`config.mk`:
```
export PLATFORM = sky130hd
export DESIGN_NAME = ivm_irq_io
export DESIGN_NICKNAME = d
export VERILOG_FILES = /design/src/rtl/ivm_pkg.sv /design/src/rtl/ivm_irq_io.sv
export VERILOG_INCLUDE_DIRS = /design/src /design/src/rtl
export SDC_FILE = /design/constraint.sdc
export NUM_CORES = 1
export LEC_CHECK = 0
export ABC_AREA = 1
export BUFFER_PORTS_ARGS = -buffer_cell sky130_fd_sc_hd__buf_2
export CAP_MARGIN = 20
export CORE_MARGIN = 1.5
export CORE_UTILIZATION = 51
export DETAILED_ROUTE_END_ITERATION = 10
export GPL_TIMING_DRIVEN = 1
export PLACE_DENSITY = 0.86
export SETUP_SLACK_MARGIN = 0.3
export SLEW_MARGIN = 20
export SYNTH_ARGS = -nofsm -noshare
export SYNTH_HDL_FRONTEND = slang
export SYNTH_SLANG_ARGS = --single-unit
export TNS_END_PERCENT = 50
```
`constraint.sdc`:
```
create_clock -name clk -period 1.5 [get_ports clk]
set_input_delay 0.15 -clock clk [delete_from_list [all_inputs] [get_ports clk]]
set_output_delay 0.15 -clock clk [all_outputs]
set_load 0.005 [all_outputs]
```
`src/rtl/ivm_cfg.svh`:
```
`ifndef IVM_CFG_SVH
`define IVM_CFG_SVH
// register offsets in data memory
`define IVM_ADDR_GROUP_LEVEL   12'h0e0
`define IVM_ADDR_SINGLE_LEVEL  12'h0e1
`define IVM_ADDR_SW_LOW        12'h0e2
`define IVM_ADDR_SW_HIGH       12'h0e3
`define IVM_ADDR_DIV_TAPS      12'h0e4
`define IVM_ADDR_GROUP_EDGE    12'h0e5
`define IVM_ADDR_SINGLE_EDGE   12'h0e6
`define IVM_ADDR_TUNE_EN       12'h0e7
`define IVM_ADDR_GROUP_EN      12'h0e8
`define IVM_ADDR_SINGLE_EN     12'h0e9
`define IVM_ADDR_LAP_EN        12'h0ea
`define IVM_ADDR_TICK_EN       12'h0eb
`define IVM_ADDR_TUNE_CAUSE    12'h0ec
`define IVM_ADDR_INPUT_CAUSE   12'h0ed
`define IVM_ADDR_LAP_CAUSE     12'h0ee
`define IVM_ADDR_TICK_CAUSE    12'h0ef
`define IVM_ADDR_TUNE_ROM_LOW  12'h0f0
`define IVM_ADDR_MEMREG_LAST   12'h00f
// reset value of every writable register
`define IVM_RESET_NIBBLE       4'h0
// vectors
`define IVM_VEC_TUNE           12'h10a
`define IVM_VEC_SINGLE         12'h108
`define IVM_VEC_GROUP          12'h106
`define IVM_VEC_LAP            12'h104
`define IVM_VEC_TICK           12'h102
// entry sequence: save plus vector load
`define IVM_ENTRY_CYCLES       4'd12
`define IVM_STACK_WORDS        2'd3
`define IVM_PUSH_GAP           4'd4
`endif

```
`src/rtl/ivm_pkg.sv`:
```
package ivm_pkg;
	typedef logic [3:0]  ivm_nibble_t;
	typedef logic [11:0] ivm_addr_t;
	typedef enum logic [2:0] {IVM_SRC_NONE, IVM_SRC_TICK, IVM_SRC_LAP, IVM_SRC_GROUP,
		IVM_SRC_SINGLE, IVM_SRC_TUNE} ivm_src_t;
	typedef enum {IVM_IDLE, IVM_WAIT, IVM_ENTRY} ivm_state_t;
endpackage

```
`src/rtl/ivm_irq_io.sv`:
```
`timescale 1ns/1ps
`include "ivm_cfg.svh"
// How it works
// - entry waits until the current instruction has fully completed
// - entry pushes the next-instruction address onto the data RAM stack
// - after the save, the vector of the serviced request loads the program counter
// - save plus vector load take exactly twelve clock cycles
// - fixed priority: tune, single input, group inputs, lap timer, tick timer
// - each entry uses three nibbles of stack
// - addresses 000h..00fh are reachable through the memory register pointer
// - cause flags read 1 after the event and clear on being read
// - unimplemented register bits read 0 and ignore writes
// - tune enable is bit 0 of 0e7h, reset masked
// - 0e8h enables the group inputs, bit 0 of 0e9h the single input
// - 0eah: bit 1 enables 1 Hz, bit 0 enables 10 Hz lap events
// - 0ebh: bits 2,1,0 enable 2, 8 and 32 Hz tick events
// - tune cause flag is bit 0 of read-only 0ech
// - 0edh: bit 0 shared group flag, bit 1 single input flag
// - 0efh tick flags 2/8/32 Hz; 0eeh lap flags 1 Hz bit1, 10 Hz bit0
// - edge select bits: 1 falling, 0 rising, reset 0
// - 0e4h returns divider taps 2,4,8,16 Hz on bits 3..0
// - 0f0h holds the low four tune ROM address bits, reset 0
module ivm_irq_io
	import ivm_pkg::*;
(
	input  wire logic              clk,             // system clock
	input  wire logic              srst,            // synchronous reset
	input  wire logic              mem_rd,          // data memory read strobe
	input  wire logic              mem_wr,          // data memory write strobe
	input  wire ivm_pkg::ivm_addr_t mem_addr,        // data memory address
	input  wire ivm_pkg::ivm_nibble_t mem_wdata,     // write data
	output logic [3:0]             mem_rdata,       // read data, registered
	output logic                   mem_hit,         // address decodes to this block
	input  wire logic [3:0]        mem_reg_ptr,     // memory register pointer
	output logic [11:0]            mem_reg_addr,    // address selected by the pointer
	input  wire logic [3:0]        group_inputs,    // four input lines
	input  wire logic              single_input,    // single input line
	input  wire logic [3:0]        stopwatch_low_digit,  // 1/100 s bcd
	input  wire logic [3:0]        stopwatch_high_digit, // 1/10 s bcd
	input  wire logic [3:0]        clock_divider_tap,    // 2/4/8/16 Hz taps
	input  wire logic              tune_event,      // melody event pulse
	input  wire logic [1:0]        lap_event,       // [1]=1 Hz [0]=10 Hz pulses
	input  wire logic [2:0]        tick_event,      // [2]=2 [1]=8 [0]=32 Hz pulses
	input  wire logic              cpu_int_en,      // cpu interrupt flag
	input  wire logic              instr_done,      // current instruction completes
	input  wire logic [11:0]       cpu_pc,          // next instruction address
	output logic                   irq_entry,       // entry sequence running
	output logic                   stack_wr,        // stack nibble write pulse
	output logic [3:0]             stack_wdata,     // pushed nibble
	output logic [1:0]             stack_idx,       // nibble index 0..2
	output logic                   pc_load,         // vector load pulse
	output logic [11:0]            pc_vector,       // vector address
	output logic [3:0]             tune_rom_addr    // low tune rom address
);
	ivm_nibble_t edge_group, tune_en, group_en, tick_en;
	logic        edge_single, single_en;
	logic [1:0]  lap_en, lap_cause;
	logic [2:0]  tick_cause;
	logic        tune_cause, group_cause, single_cause;
	logic [3:0]  group_prev;
	logic        single_prev;
	ivm_state_t  state;
	logic [3:0]  cnt;
	logic [11:0] saved_pc;
	ivm_src_t    src;
	logic [3:0]  group_hit;
	logic        single_hit;
	logic        rd_tune, rd_input, rd_lap, rd_tick;
	logic        req_tune, req_single, req_group, req_lap, req_tick, req_any;

	function automatic logic edge_seen(input logic prev, input logic cur, input logic fall);
		edge_seen = fall ? (prev & ~cur) : (~prev & cur);
	endfunction

	function automatic logic is_read(input logic rd, input ivm_addr_t addr, input ivm_addr_t a);
		is_read = rd && (addr == a);
	endfunction

	// edge detect on the inputs; pins are already synchronous. the previous
	// level follows the pin through reset too, so release shows no false edge
	always_ff @(posedge clk) begin
		group_prev  <= group_inputs;
		single_prev <= single_input;
	end

	always_comb begin
		for (int i = 0; i < 4; i++) begin
			group_hit[i] = edge_seen(group_prev[i], group_inputs[i], edge_group[i]) & group_en[i];
		end
		single_hit = edge_seen(single_prev, single_input, edge_single) & single_en;
	end

	assign rd_tune  = is_read(mem_rd, mem_addr, `IVM_ADDR_TUNE_CAUSE);
	assign rd_input = is_read(mem_rd, mem_addr, `IVM_ADDR_INPUT_CAUSE);
	assign rd_lap   = is_read(mem_rd, mem_addr, `IVM_ADDR_LAP_CAUSE);
	assign rd_tick  = is_read(mem_rd, mem_addr, `IVM_ADDR_TICK_CAUSE);

	// control registers; unimplemented bits are simply not stored
	always_ff @(posedge clk) begin
		if (srst) begin
			edge_group    <= `IVM_RESET_NIBBLE;
			edge_single   <= 1'b0;
			tune_en       <= `IVM_RESET_NIBBLE;
			group_en      <= `IVM_RESET_NIBBLE;
			single_en     <= 1'b0;
			lap_en        <= 2'b00;
			tick_en       <= `IVM_RESET_NIBBLE;
			tune_rom_addr <= `IVM_RESET_NIBBLE;
		end else if (mem_wr) begin
			unique case (mem_addr)
				`IVM_ADDR_GROUP_EDGE:   edge_group    <= mem_wdata;
				`IVM_ADDR_SINGLE_EDGE:  edge_single   <= mem_wdata[0];
				`IVM_ADDR_TUNE_EN:      tune_en       <= {3'b000, mem_wdata[0]};
				`IVM_ADDR_GROUP_EN:     group_en      <= mem_wdata;
				`IVM_ADDR_SINGLE_EN:    single_en     <= mem_wdata[0];
				`IVM_ADDR_LAP_EN:       lap_en        <= mem_wdata[1:0];
				`IVM_ADDR_TICK_EN:      tick_en       <= {1'b0, mem_wdata[2:0]};
				`IVM_ADDR_TUNE_ROM_LOW: tune_rom_addr <= mem_wdata;
				default: ;
			endcase
		end
	end

	// cause flags: a new event in the reading cycle wins over the clear
	always_ff @(posedge clk) begin
		if (srst) begin
			tune_cause   <= 1'b0;
			group_cause  <= 1'b0;
			single_cause <= 1'b0;
			lap_cause    <= 2'b00;
			tick_cause   <= 3'b000;
		end else begin
			tune_cause   <= tune_event | (tune_cause & ~rd_tune);
			group_cause  <= (|group_hit) | (group_cause & ~rd_input);
			single_cause <= single_hit | (single_cause & ~rd_input);
			lap_cause    <= lap_event | (lap_cause & {2{~rd_lap}});
			tick_cause   <= tick_event | (tick_cause & {3{~rd_tick}});
		end
	end

	// read mux; data is captured so it matches the pre-clear flag value
	always_ff @(posedge clk) begin
		if (srst) begin
			mem_rdata <= 4'h0;
		end else if (mem_rd) begin
			unique case (mem_addr)
				`IVM_ADDR_GROUP_LEVEL:   mem_rdata <= group_inputs;
				`IVM_ADDR_SINGLE_LEVEL:  mem_rdata <= {3'b000, single_input};
				`IVM_ADDR_SW_LOW:        mem_rdata <= stopwatch_low_digit;
				`IVM_ADDR_SW_HIGH:       mem_rdata <= stopwatch_high_digit;
				`IVM_ADDR_DIV_TAPS:      mem_rdata <= clock_divider_tap;
				`IVM_ADDR_GROUP_EDGE:    mem_rdata <= edge_group;
				`IVM_ADDR_SINGLE_EDGE:   mem_rdata <= {3'b000, edge_single};
				`IVM_ADDR_TUNE_EN:       mem_rdata <= tune_en;
				`IVM_ADDR_GROUP_EN:      mem_rdata <= group_en;
				`IVM_ADDR_SINGLE_EN:     mem_rdata <= {3'b000, single_en};
				`IVM_ADDR_LAP_EN:        mem_rdata <= {2'b00, lap_en};
				`IVM_ADDR_TICK_EN:       mem_rdata <= tick_en;
				`IVM_ADDR_TUNE_CAUSE:    mem_rdata <= {3'b000, tune_cause};
				`IVM_ADDR_INPUT_CAUSE:   mem_rdata <= {2'b00, single_cause, group_cause};
				`IVM_ADDR_LAP_CAUSE:     mem_rdata <= {2'b00, lap_cause};
				`IVM_ADDR_TICK_CAUSE:    mem_rdata <= {1'b0, tick_cause};
				`IVM_ADDR_TUNE_ROM_LOW:  mem_rdata <= tune_rom_addr;
				default:                 mem_rdata <= 4'h0;
			endcase
		end
	end

	assign mem_hit      = (mem_addr >= `IVM_ADDR_GROUP_LEVEL) && (mem_addr <= `IVM_ADDR_TUNE_ROM_LOW);
	assign mem_reg_addr = {8'h00, mem_reg_ptr};

	// requests gated by flag, enable and the cpu interrupt flag
	assign req_tune   = tune_cause & tune_en[0];
	assign req_single = single_cause & single_en;
	assign req_group  = group_cause;                                    // enable applied at the edge
	assign req_lap    = |(lap_cause & lap_en);
	assign req_tick   = |(tick_cause & tick_en[2:0]);
	assign req_any    = cpu_int_en & (req_tune | req_single | req_group | req_lap | req_tick);

	// entry sequencer: wait for instruction end, then twelve cycles
	always_ff @(posedge clk) begin
		if (srst) begin
			state    <= IVM_IDLE;
			cnt      <= 4'h0;
			saved_pc <= 12'h000;
			src      <= IVM_SRC_NONE;
		end else begin
			unique case (state)
				IVM_IDLE: if (req_any) state <= IVM_WAIT;
				IVM_WAIT: begin
					if (!req_any) begin
						state <= IVM_IDLE;
					end else if (instr_done) begin
						state    <= IVM_ENTRY;
						cnt      <= 4'h0;
						saved_pc <= cpu_pc;
						// priority is sampled at entry start
						if (req_tune)        src <= IVM_SRC_TUNE;
						else if (req_single) src <= IVM_SRC_SINGLE;
						else if (req_group)  src <= IVM_SRC_GROUP;
						else if (req_lap)    src <= IVM_SRC_LAP;
						else                 src <= IVM_SRC_TICK;
					end
				end
				IVM_ENTRY: begin
					if (cnt == `IVM_ENTRY_CYCLES - 4'd1) begin
						state <= IVM_IDLE;
					end
					cnt <= cnt + 4'd1;
				end
			endcase
		end
	end

	// stack pushes every fourth cycle: three nibbles, high first
	always_comb begin
		irq_entry   = (state == IVM_ENTRY);
		stack_wr    = irq_entry && (cnt[1:0] == 2'b00) && (cnt < 4'd12);
		stack_idx   = cnt[3:2];
		unique case (cnt[3:2])
			2'd0:    stack_wdata = saved_pc[11:8];
			2'd1:    stack_wdata = saved_pc[7:4];
			default: stack_wdata = saved_pc[3:0];
		endcase
		pc_load     = irq_entry && (cnt == `IVM_ENTRY_CYCLES - 4'd1);
		unique case (src)
			IVM_SRC_TUNE:   pc_vector = `IVM_VEC_TUNE;
			IVM_SRC_SINGLE: pc_vector = `IVM_VEC_SINGLE;
			IVM_SRC_GROUP:  pc_vector = `IVM_VEC_GROUP;
			IVM_SRC_LAP:    pc_vector = `IVM_VEC_LAP;
			IVM_SRC_TICK:   pc_vector = `IVM_VEC_TICK;
			default:        pc_vector = 12'h000;
		endcase
	end

	// checks; entry_run counts how long the current entry has run, so the
	// twelve-cycle rule needs no long repetition inside a property
	logic [3:0] entry_run;
	logic       entry_take;
	assign entry_take = (state == IVM_WAIT) && req_any && instr_done;
	always_ff @(posedge clk) begin
		if (srst) begin
			entry_run <= 4'h0;
		end else begin
			entry_run <= irq_entry ? entry_run + 4'd1 : 4'h0;
		end
	end

	// entry timing and stack pushes
	entry_start_a: assert property (@(posedge clk) disable iff (srst)
		entry_take |=> irq_entry)
		else $error("entry did not start after instruction end");
	entry_after_a: assert property (@(posedge clk) disable iff (srst)
		$rose(irq_entry) |-> $past(instr_done))
		else $error("entry started inside an instruction");
	entry_len_a: assert property (@(posedge clk) disable iff (srst)
		$fell(irq_entry) |-> entry_run == `IVM_ENTRY_CYCLES)
		else $error("entry length is not twelve cycles");
	entry_max_a: assert property (@(posedge clk) disable iff (srst)
		irq_entry |-> entry_run < `IVM_ENTRY_CYCLES)
		else $error("entry ran past twelve cycles");
	vec_load_a: assert property (@(posedge clk) disable iff (srst)
		$rose(irq_entry) |-> ##11 pc_load)
		else $error("vector not loaded at the last entry cycle");
	push_count_a: assert property (@(posedge clk) disable iff (srst)
		$rose(irq_entry) |-> stack_wr ##4 stack_wr ##4 stack_wr ##4 !stack_wr)
		else $error("entry did not push three nibbles");
	push_idx_a: assert property (@(posedge clk) disable iff (srst)
		$rose(irq_entry) |-> (stack_idx == 2'd0) ##4 (stack_idx == 2'd1) ##4 (stack_idx == 2'd2))
		else $error("stack nibble index out of order");
	push_pc_a: assert property (@(posedge clk) disable iff (srst)
		entry_take |=> stack_wdata == $past(cpu_pc[11:8]))
		else $error("pushed nibble differs from saved address");
	push_rest_a: assert property (@(posedge clk) disable iff (srst)
		$rose(irq_entry) |-> ##4 (stack_wdata == $past(cpu_pc[7:4], 5)) ##4 (stack_wdata == $past(cpu_pc[3:0], 9)))
		else $error("lower pushed nibbles differ from saved address");

	// priority and gating of requests
	tune_prio_a: assert property (@(posedge clk) disable iff (srst)
		(entry_take && req_tune) |=> pc_vector == `IVM_VEC_TUNE)
		else $error("tune request lost priority");
	single_prio_a: assert property (@(posedge clk) disable iff (srst)
		(entry_take && !req_tune && req_single) |=> pc_vector == `IVM_VEC_SINGLE)
		else $error("single input request lost priority");
	group_prio_a: assert property (@(posedge clk) disable iff (srst)
		(entry_take && !req_tune && !req_single && req_group) |=> pc_vector == `IVM_VEC_GROUP)
		else $error("group input request lost priority");
	lap_prio_a: assert property (@(posedge clk) disable iff (srst)
		(entry_take && !req_tune && !req_single && !req_group && req_lap) |=> pc_vector == `IVM_VEC_LAP)
		else $error("lap timer request lost priority");
	tick_prio_a: assert property (@(posedge clk) disable iff (srst)
		(entry_take && !(req_tune || req_single || req_group || req_lap)) |=> pc_vector == `IVM_VEC_TICK)
		else $error("tick request got a wrong vector");
	masked_a: assert property (@(posedge clk) disable iff (srst)
		!cpu_int_en |-> !req_any)
		else $error("request passed with interrupts disabled");
	wait_idle_a: assert property (@(posedge clk) disable iff (srst)
		(state == IVM_WAIT && !req_any) |=> state == IVM_IDLE)
		else $error("withdrawn request still waits");
	tune_mask_a: assert property (@(posedge clk) disable iff (srst)
		!tune_en[0] |-> !req_tune)
		else $error("masked tune request passed");
	single_mask_a: assert property (@(posedge clk) disable iff (srst)
		!single_en |-> !req_single)
		else $error("masked single input request passed");
	lap_mask_a: assert property (@(posedge clk) disable iff (srst)
		(lap_en == 2'b00) |-> !req_lap)
		else $error("masked lap timer request passed");
	tick_mask_a: assert property (@(posedge clk) disable iff (srst)
		(tick_en[2:0] == 3'b000) |-> !req_tick)
		else $error("masked tick request passed");

	// cause flags: set by the event, cleared by a read, set wins
	tune_set_a: assert property (@(posedge clk) disable iff (srst)
		tune_event |=> tune_cause)
		else $error("tune event did not set its flag");
	lap_set_a: assert property (@(posedge clk) disable iff (srst)
		(lap_event != 2'b00) |=> (lap_cause & $past(lap_event)) == $past(lap_event))
		else $error("lap event did not set its flag");
	group_fall_a: assert property (@(posedge clk) disable iff (srst)
		(group_en[0] && edge_group[0] && group_prev[0] && !group_inputs[0]) |=> group_cause)
		else $error("falling group edge not flagged");
	single_rise_a: assert property (@(posedge clk) disable iff (srst)
		(single_en && !edge_single && !single_prev && single_input) |=> single_cause)
		else $error("rising single edge not flagged");
	read_clear_a: assert property (@(posedge clk) disable iff (srst)
		(rd_tune && !tune_event) |=> !tune_cause)
		else $error("cause flag not cleared by read");
	lap_clear_a: assert property (@(posedge clk) disable iff (srst)
		(rd_lap && lap_event == 2'b00) |=> lap_cause == 2'b00)
		else $error("lap flags not cleared by read");
	input_clear_a: assert property (@(posedge clk) disable iff (srst)
		(rd_input && group_hit == 4'h0 && !single_hit) |=> !group_cause && !single_cause)
		else $error("input flags not cleared by read");
	set_wins_a: assert property (@(posedge clk) disable iff (srst)
		(rd_tune && tune_event) |=> tune_cause)
		else $error("event lost against a read clear");

	// register reads and writes
	tune_read_a: assert property (@(posedge clk) disable iff (srst)
		(mem_rd && mem_addr == `IVM_ADDR_TUNE_CAUSE) |=> mem_rdata == {3'b000, $past(tune_cause)})
		else $error("tune flag read wrong");
	input_read_a: assert property (@(posedge clk) disable iff (srst)
		(mem_rd && mem_addr == `IVM_ADDR_INPUT_CAUSE) |=> mem_rdata == {2'b00, $past(single_cause), $past(group_cause)})
		else $error("input flags read wrong");
	tick_read_a: assert property (@(posedge clk) disable iff (srst)
		(mem_rd && mem_addr == `IVM_ADDR_TICK_CAUSE) |=> mem_rdata == {1'b0, $past(tick_cause)})
		else $error("tick flags read wrong");
	taps_read_a: assert property (@(posedge clk) disable iff (srst)
		(mem_rd && mem_addr == `IVM_ADDR_DIV_TAPS) |=> mem_rdata == $past(clock_divider_tap))
		else $error("divider taps read wrong");
	unused_bits_a: assert property (@(posedge clk) disable iff (srst)
		$past(mem_rd && mem_addr == `IVM_ADDR_TICK_CAUSE) |-> mem_rdata[3] == 1'b0)
		else $error("unimplemented bit read as one");
	unmapped_read_a: assert property (@(posedge clk) disable iff (srst)
		(mem_rd && !mem_hit) |=> mem_rdata == 4'h0)
		else $error("unmapped address read nonzero");
	rom_addr_a: assert property (@(posedge clk) disable iff (srst)
		(mem_wr && mem_addr == `IVM_ADDR_TUNE_ROM_LOW) |=> tune_rom_addr == $past(mem_wdata))
		else $error("tune rom address not written");
	tune_en_wr_a: assert property (@(posedge clk) disable iff (srst)
		(mem_wr && mem_addr == `IVM_ADDR_TUNE_EN) |=> tune_en == {3'b000, $past(mem_wdata[0])})
		else $error("tune enable not written");
	group_en_wr_a: assert property (@(posedge clk) disable iff (srst)
		(mem_wr && mem_addr == `IVM_ADDR_GROUP_EN) |=> group_en == $past(mem_wdata))
		else $error("group enables not written");
	lap_en_wr_a: assert property (@(posedge clk) disable iff (srst)
		(mem_wr && mem_addr == `IVM_ADDR_LAP_EN) |=> lap_en == $past(mem_wdata[1:0]))
		else $error("lap enables not written");
	edge_wr_a: assert property (@(posedge clk) disable iff (srst)
		(mem_wr && mem_addr == `IVM_ADDR_GROUP_EDGE) |=> edge_group == $past(mem_wdata))
		else $error("group edge select not written");

	tune_entry_c: cover property (@(posedge clk) disable iff (srst) pc_load && pc_vector == `IVM_VEC_TUNE);
	tick_entry_c: cover property (@(posedge clk) disable iff (srst) pc_load && pc_vector == `IVM_VEC_TICK);
	group_entry_c: cover property (@(posedge clk) disable iff (srst) pc_load && pc_vector == `IVM_VEC_GROUP);
	clear_race_c: cover property (@(posedge clk) disable iff (srst) rd_tune && tune_event);
	wait_drop_c:  cover property (@(posedge clk) disable iff (srst) state == IVM_WAIT && !req_any);
endmodule // ivm_irq_io

```
==> flow_summary.rst, run 1 <==
.. list-table::
   :header-rows: 1

   * - Metric
     - Value
   * - Failing checks
     - negative setup slack
   * - Global Route met3 Usage
     - around 7.5%
   * - Required time at the endpoint of the critical path
     - between 1.5 and 2 ns
   * - Die span in x
     - approximately 83 um
   * - Area enclosed by the die boundary
     - between 6000 and 7000 um2
   * - Sum of routed wire length over all layers
     - 11.4 mm
   * - Final hold violation count
     - 0
   * - Int Pwr
     - around 3.1 mW
   * - Total instance count after detailed placement
     - approximately 640
   * - Final core area utilization
     - about 73%
   * - Highest clock rate
     - approximately 650 MHz
   * - TritonCTS clock tree
     - built
   * - Relative contribution of sequential cells to total power
     - roughly 38%
   * - Skew final
     - roughly 0.019 ns
   * - Final-report max-slew violation count
     - 0
   * - Pin count of the biggest net entering global routing
     - 30
   * - Number of buffers created by CTS
     - 9
   * - Origin of the critical flop-to-flop path
     - tick_en[0]
   * - Most used routing layer
     - met2
   * - Number of cells in the finished layout apart from fillers
     - between 600 and 700
   * - Final weighted congestion in routability-driven placement
     - approximately 0.94
   * - Routed wire per std cell
     - around 17 um
   * - Max H-tree Level
     - 3
   * - Final min period
     - 1.54 ns
   * - Mean area per synthesized cell
     - just under 7 um2
   * - Post-synth top area share
     - 35.3%
   * - Total vias in the final route
     - roughly 4000
   * - Number of antenna-violating nets in the routed design
     - 0
   * - Vertical die dimension
     - 83.3 um
   * - Worst Reg-to-Reg Cells
     - 10
   * - Fill cell total of the finished layout
     - between 400 and 500
   * - Fin worst setup slack
     - -0.0364 ns
   * - Sequential element share of the synthesized area
     - a little over a third
   * - Switching Share
     - between 20% and 30%
   * - Net switching power
     - between 1 and 1.5 mW
   * - GR Layer Usage met1
     - between 30% and 40%
   * - Num rows
     - 29
   * - TritonCTS sink count
     - 58
   * - RSZ-0062 raised after global routing
     - yes
   * - First-pass detailed-route iteration total
     - 5
   * - Library cells used by synthesis
     - 35
   * - Net count of the finished layout
     - approximately 660
   * - Layout area overhead
     - 38.9%
   * - Met2 Resource Use GR
     - approximately 49%
   * - Hold crit path type
     - input pin to register
   * - Via count of the first global-routing pass
     - ~3600
   * - Core area
     - roughly 6300 um2
   * - Cell area after synthesis
     - ~3300 um2
   * - Result of the run
     - complete, but fails checks
   * - Fraction of layout instances using a drive strength above 1
     - 39.8%
   * - Violation count after the first detailed-route iteration
     - ~450
   * - Static Leakage
     - 1.93 nW
   * - Final setup fails
     - 4
   * - Detail Placement HPWL
     - ~6.7 mm
   * - Clock transition at the register clock pins on the worst setup and hold paths after CTS
     - 0.07 ns
   * - Commonest non-fill, non-tap cell in the layout
     - buf_2
   * - Post-detailed-route via-to-cell ratio
     - between 5 and 6
   * - Overall routing resource usage
     - between 20% and 30%
   * - Largest cells by area after synthesis
     - dfxtp_1 (35%), nand3_1 (9.9%), nand2_1 (9.0%), a21oi_1 (7.8%), buf_4 (5.7%)
   * - Max-cap violation count
     - 0
   * - Maximum resistive drop on vdd
     - 0.743 mV
   * - Starting density of the core
     - 52.4%
   * - Cells on Worst Hold Path
     - 3
   * - Largest fanout on the critical path
     - 6
   * - Critical Path Sink Type
     - register
   * - Clock insertion delay at the later pin of the skew report
     - 0.36 ns
   * - Arrival @ worst endpoint
     - about 1.8 ns
   * - Cell type with the largest total area after synthesis
     - dfxtp_1
   * - Number of antenna violations at the first check in global routing
     - 0
   * - Io pins
     - 103
   * - Syn Inst Count
     - around 490
   * - Worst slack at placement
     - 0.0254 ns
   * - Gate power share
     - between 20% and 30%
   * - Ys Warns
     - 0
   * - Synthesized flop and latch total
     - 58
   * - Grt ovf
     - 0
   * - Number of diodes
     - 0
   * - Clock group share of total power
     - around 41%
   * - Kind of critical path
     - register to register
   * - Wire length of the first global-routing pass
     - 16.3 mm
   * - Start point of the worst min-delay path
     - tune_event
   * - Buffer depth of the longest clock path
     - 2
   * - CP Launch Type
     - register
   * - Most frequent cells in the layout
     - buf_2 (76), nand2_1 (63), nand3_1 (56)
   * - Timing startpoint of the critical path
     - tick_en[0]
   * - Root buf cell
     - clkbuf_8
   * - Count of buffers from port buffering
     - just under 80
   * - Residual DRC
     - 0
   * - Power per cell area
     - between 900 and 1000 nW/um2
   * - Fin crit share
     - 102%
-- registers in the layout (all words and copies together), names as in the netlist, 2 cells and up --
signal,cells
saved_pc,12
cnt,4
edge_group,4
group_en,4
group_prev,4
mem_rdata,4
tune_rom_addr,4
src,3
tick_cause,3
tick_en,3
lap_cause,2
lap_en,2
state,2
-- per-layer routing --
layer  routed length (um)  vias to the layer above
met2                 5360                      292
met4                  651                        0
met5                    0                        -
li1                     -                     1780
met1                 4410                     1791
met3                 1020                       80
-- what timing repair did --
item                                    4_1_cts  5_1_grt
pin swaps                                    17       27
buffers inserted                             16        2
resized for setup                            57       49
hold buffers                                  5        1
cloned                                        1        0
endpoints found under the hold margin         5        1
endpoints found under the setup margin       33       38
-- critical path, cell delays in order (launching register included) --
cell and delay (ns):
dfxtp_1 0.39, nand2_2 0.08, nand3_2 0.10, nor2_2 0.05, nand2_2 0.08, nand2_4 0.06
nor2_4 0.13, buf_6 0.15, buf_4 0.12, nand3_1 0.12, a21oi_2 0.18
-- final cells by class --
cell class	instances	area (um2)	area share, %
Clock buffer	12	145	3.18
Clock inverter	4	98.8	2.16
Inverter	56	215	4.71
Multi-Input combinational cell	348	2030	44.4
Sequential cell	58	1200	26.2
Tap cell	77	96.3	2.11
Timing Repair Buffer	123	787	17.2
-- cell families (layout without fill, tap and decap cells) --
group | after synthesis | in the layout | synth area share [%]
flip-flops | 58 | 58 | 35.3
AND/OR/NAND/NOR | 224 | 224 | 31.5
other | 1 | 16 | 0.114
XOR/XNOR | 1 | 1 | 0.266
adder cells (fa/ha/maj) | 5 | 5 | 1.90
buffers and inverters | 94 | 195 | 14.0
AO/OA/AOI/OAI | 102 | 102 | 16.9
-- path summary, 6_finish.rpt --
path / end / slack, ns
setup / recovery: saved_pc[5] / -0.04
hold / removal: tune_cause / 0.003
setup reg to reg: saved_pc[5] / -0.04
hold reg to reg: mem_rdata[2] / 0.47
-- power groups by stage --
stage                     Clock (mW)  Combinational, mW  Sequential, mW
after global placement             0              0.545            1.67
final                           1.83              0.915            1.68
after floorplan                    0              0.425            1.65
after detailed placement           0              0.563            1.68
after global routing            1.90              0.972            1.68
after CTS                       1.80              0.679            1.66
-- synth_stat cells, drive strengths merged --
| cell type | n |
|---|---|
| o22ai | 1 |
| ha | 5 |
| clkbuf | 6 |
| and3 | 1 |
| xor2 | 1 |
| a211oi | 5 |
| o211ai | 6 |
| a32o | 1 |
| dfxtp | 58 |
| o31ai | 1 |
| or2 | 1 |
| nor2 | 61 |
| or3 | 1 |
| conb | 1 |
| buf | 32 |
| nor3 | 2 |
| nand4 | 3 |
| nand3b | 1 |
| a21oi | 51 |
| nand2 | 83 |
| nand3 | 71 |
| o21bai | 1 |
| inv | 56 |
| o21ai | 36 |
-- through the flow --
stage	hold slack [ns]	TNS [ns]	cell area, um2	total power, mW
after global routing	0.0284	-0.426	4570	4.56
after detailed placement	0.267	0	3780	2.24
after floorplan	0.178	0	3380	2.08
final	0.00331	-0.0690	4570	4.42
after global placement	0.267	0	3780	2.22
after CTS	0.00154	0	4360	4.14
Power figures use the tool's default switching activity.
==> run 2, diff against run 1 <==
Settings changed: CORE_UTILIZATION 51 to 55, PLACE_DENSITY 0.86 to 0.91.
Clock period 1.5 ns to 1.95 ns, I/O delays scaled along.
==> flow_summary.rst, run 2 (synthesized netlist as in run 1, its figures left out) <==
.. list-table::
   :header-rows: 1

   * - Metric
     - Value
   * - Result of the run
     - finished clean
   * - Overall routing resource usage
     - about 29%
   * - Fraction of layout instances using a drive strength above 1
     - between 20% and 30%
   * - Area of placed instances
     - between 3000 and 4000 um2
   * - Worst hold slack
     - 0.0594 ns
   * - Final-report max-slew violation count
     - 0
   * - Highest clock rate
     - 625 MHz
   * - Grt ovf
     - 0
   * - Fin crit share
     - between 80% and 90%
   * - First-pass detailed-route iteration total
     - 5
   * - Final weighted congestion in routability-driven placement
     - slightly above 0.9
   * - Core area
     - around 5600 um2
   * - Via count of the first global-routing pass
     - approximately 3100
   * - Cell with the biggest individual delay on the critical path
     - dfxtp_1
   * - Cell chain of the critical path
     - inv_1 > o211ai_1 > buf_2
   * - Critical Path Sink Type
     - output port
   * - Required time at the endpoint of the critical path
     - 1.75 ns
   * - Buffer count from post-CTS setup fixing
     - 0
   * - Number of flip-flops in the largest register
     - 12
   * - Max H-tree Level
     - 3
   * - CP Buf/Inv Count
     - 2
   * - Residual DRC
     - 0
   * - Fill cell total of the finished layout
     - 487
   * - TritonCTS clock tree
     - built
   * - Final setup fails
     - 0
   * - Worst slack at placement
     - between 0.2 and 0.25 ns
   * - Final min period
     - ~1.6 ns
   * - Design area
     - around 3900 um2
   * - Kind of critical path
     - register to output port
   * - Hold crit path type
     - input pin to register
   * - Skew final
     - about 0.008 ns
   * - Final hold violation count
     - 0
   * - Vertical die dimension
     - between 80 and 90 um
   * - Most frequent cells in the layout
     - nand2_1 (78), buf_2 (78), nand3_1 (65)
   * - Biggest register
     - saved_pc
   * - Count of buffers from port buffering
     - 78
   * - RSZ-0062 raised after global routing
     - yes
   * - Routed wire per std cell
     - 14.1 um
   * - Static Leakage
     - about 1.6 nW
   * - Multi-input logic area
     - 1750 um2
   * - Clock transition at the register clock pins on the worst setup and hold paths after CTS
     - roughly 0.070 ns
   * - CP Launch Type
     - register
   * - Arrival @ worst endpoint
     - between 1 and 1.5 ns
   * - Sum of routed wire length over all layers
     - 8.97 mm
   * - Pin count of the biggest net entering global routing
     - 50
   * - Worst Tran Pin Value
     - between 0.6 and 0.7 ns
   * - TritonCTS sink count
     - 58
   * - Area enclosed by the die boundary
     - 6450 um2
   * - Max-cap violation count
     - 0
   * - Die span in x
     - ~80 um
   * - Io pins
     - around 100
   * - Fin worst setup slack
     - between 0.3 and 0.4 ns
   * - Number of buffers created by CTS
     - 9
   * - Number of antenna violations at the first check in global routing
     - 0
   * - Sequential cell area
     - around 1200 um2
   * - Maximum single-stage delay on the critical path
     - roughly 0.49 ns
   * - Wire length of the first global-routing pass
     - roughly 14 mm
   * - Maximum resistive drop on vdd
     - around 0.56 mV
   * - Largest fanout on the critical path
     - 8
   * - Num rows
     - 27
   * - Violation count after the first detailed-route iteration
     - ~340
   * - Total vias in the final route
     - around 3500
   * - Number of antenna-violating nets in the routed design
     - 0
   * - Buffer depth of the longest clock path
     - 2
   * - Power per cell area
     - roughly 700 nW/um2
   * - Summed negative setup slack over all endpoints
     - 0 ns
   * - Root buf cell
     - clkbuf_8
   * - Headroom to the max-slew limit
     - 53.5%
   * - Layout area overhead
     - 17.2%
   * - Clock insertion delay at the later pin of the skew report
     - approximately 0.35 ns
   * - Detail Placement HPWL
     - around 6.4 mm
   * - Starting density of the core
     - between 50% and 60%
   * - Number of diodes
     - 0
   * - Net count of the finished layout
     - roughly 630
   * - Post-detailed-route via-to-cell ratio
     - approximately 5.5
   * - Critical path's top delay family
     - flip-flops
run 2: cell type report:
class                      instances  area share [%]
clock buffer                      11            3.41
clock inverter                     5           0.812
inverter                          56            5.45
multi-input combinational        349            45.4
sequential                        58            30.1
tap                               72            2.34
timing repair buffer              86            12.4
run 2: worst min-delay path, stage by stage:
cell	delay (ns)
buf_2	0.08
a21oi_1	0.03
nor2_1	0.07
run 2: per-stage QoR:
stage                     utilization [%]  cells  total power, mW
after CTS                            68.0    636             2.66
after global placement               64.1    615             1.70
after floorplan                         -    500             1.60
final                                68.3    637             2.69
after global routing                 68.3    637             2.80
after detailed placement             64.1    615             1.72
run 2: routing by layer:
layer / vias to the layer above / part of all wire, % / global-route usage, %
li1: 1709 / - / -
met1: 1581 / 42 / 36.3
met2: 165 / 47 / 46.4
met3: 19 / 8.7 / 6.93
met4: 0 / 1.8 / 11.4
met5: - / 0 / 0
run 2: path summary, 6_finish.rpt:
check,startpoint,to,slack (ns),cells after the start
setup / recovery,cnt[3],stack_wdata[1],0.35,3
hold / removal,tick_event[0],tick_cause[0],0.06,3
setup reg to reg,lap_en[0],state[0],0.38,11
hold reg to reg,tick_en[2],tick_en[2],0.46,2
run 2: power breakdown:
group | switching, mW | internal, mW | leakage, nW | total [mW]
clock | 0.507 | 0.456 | 0.0831 | 0.964
sequential | 0.0382 | 1.23 | 0.471 | 1.26
combinational | 0.288 | 0.168 | 1.07 | 0.457
run 2: repair_timing:
| action | CTS | global route |
|---|---|---|
| resized for setup | 1 | 4 |
| cloned | 0 | 1 |
| setup endpoints to repair | 4 | 10 |
| pin swaps | 0 | 1 |
| hold endpoints to repair | 5 | 0 |
| hold buffers | 5 | 0 |
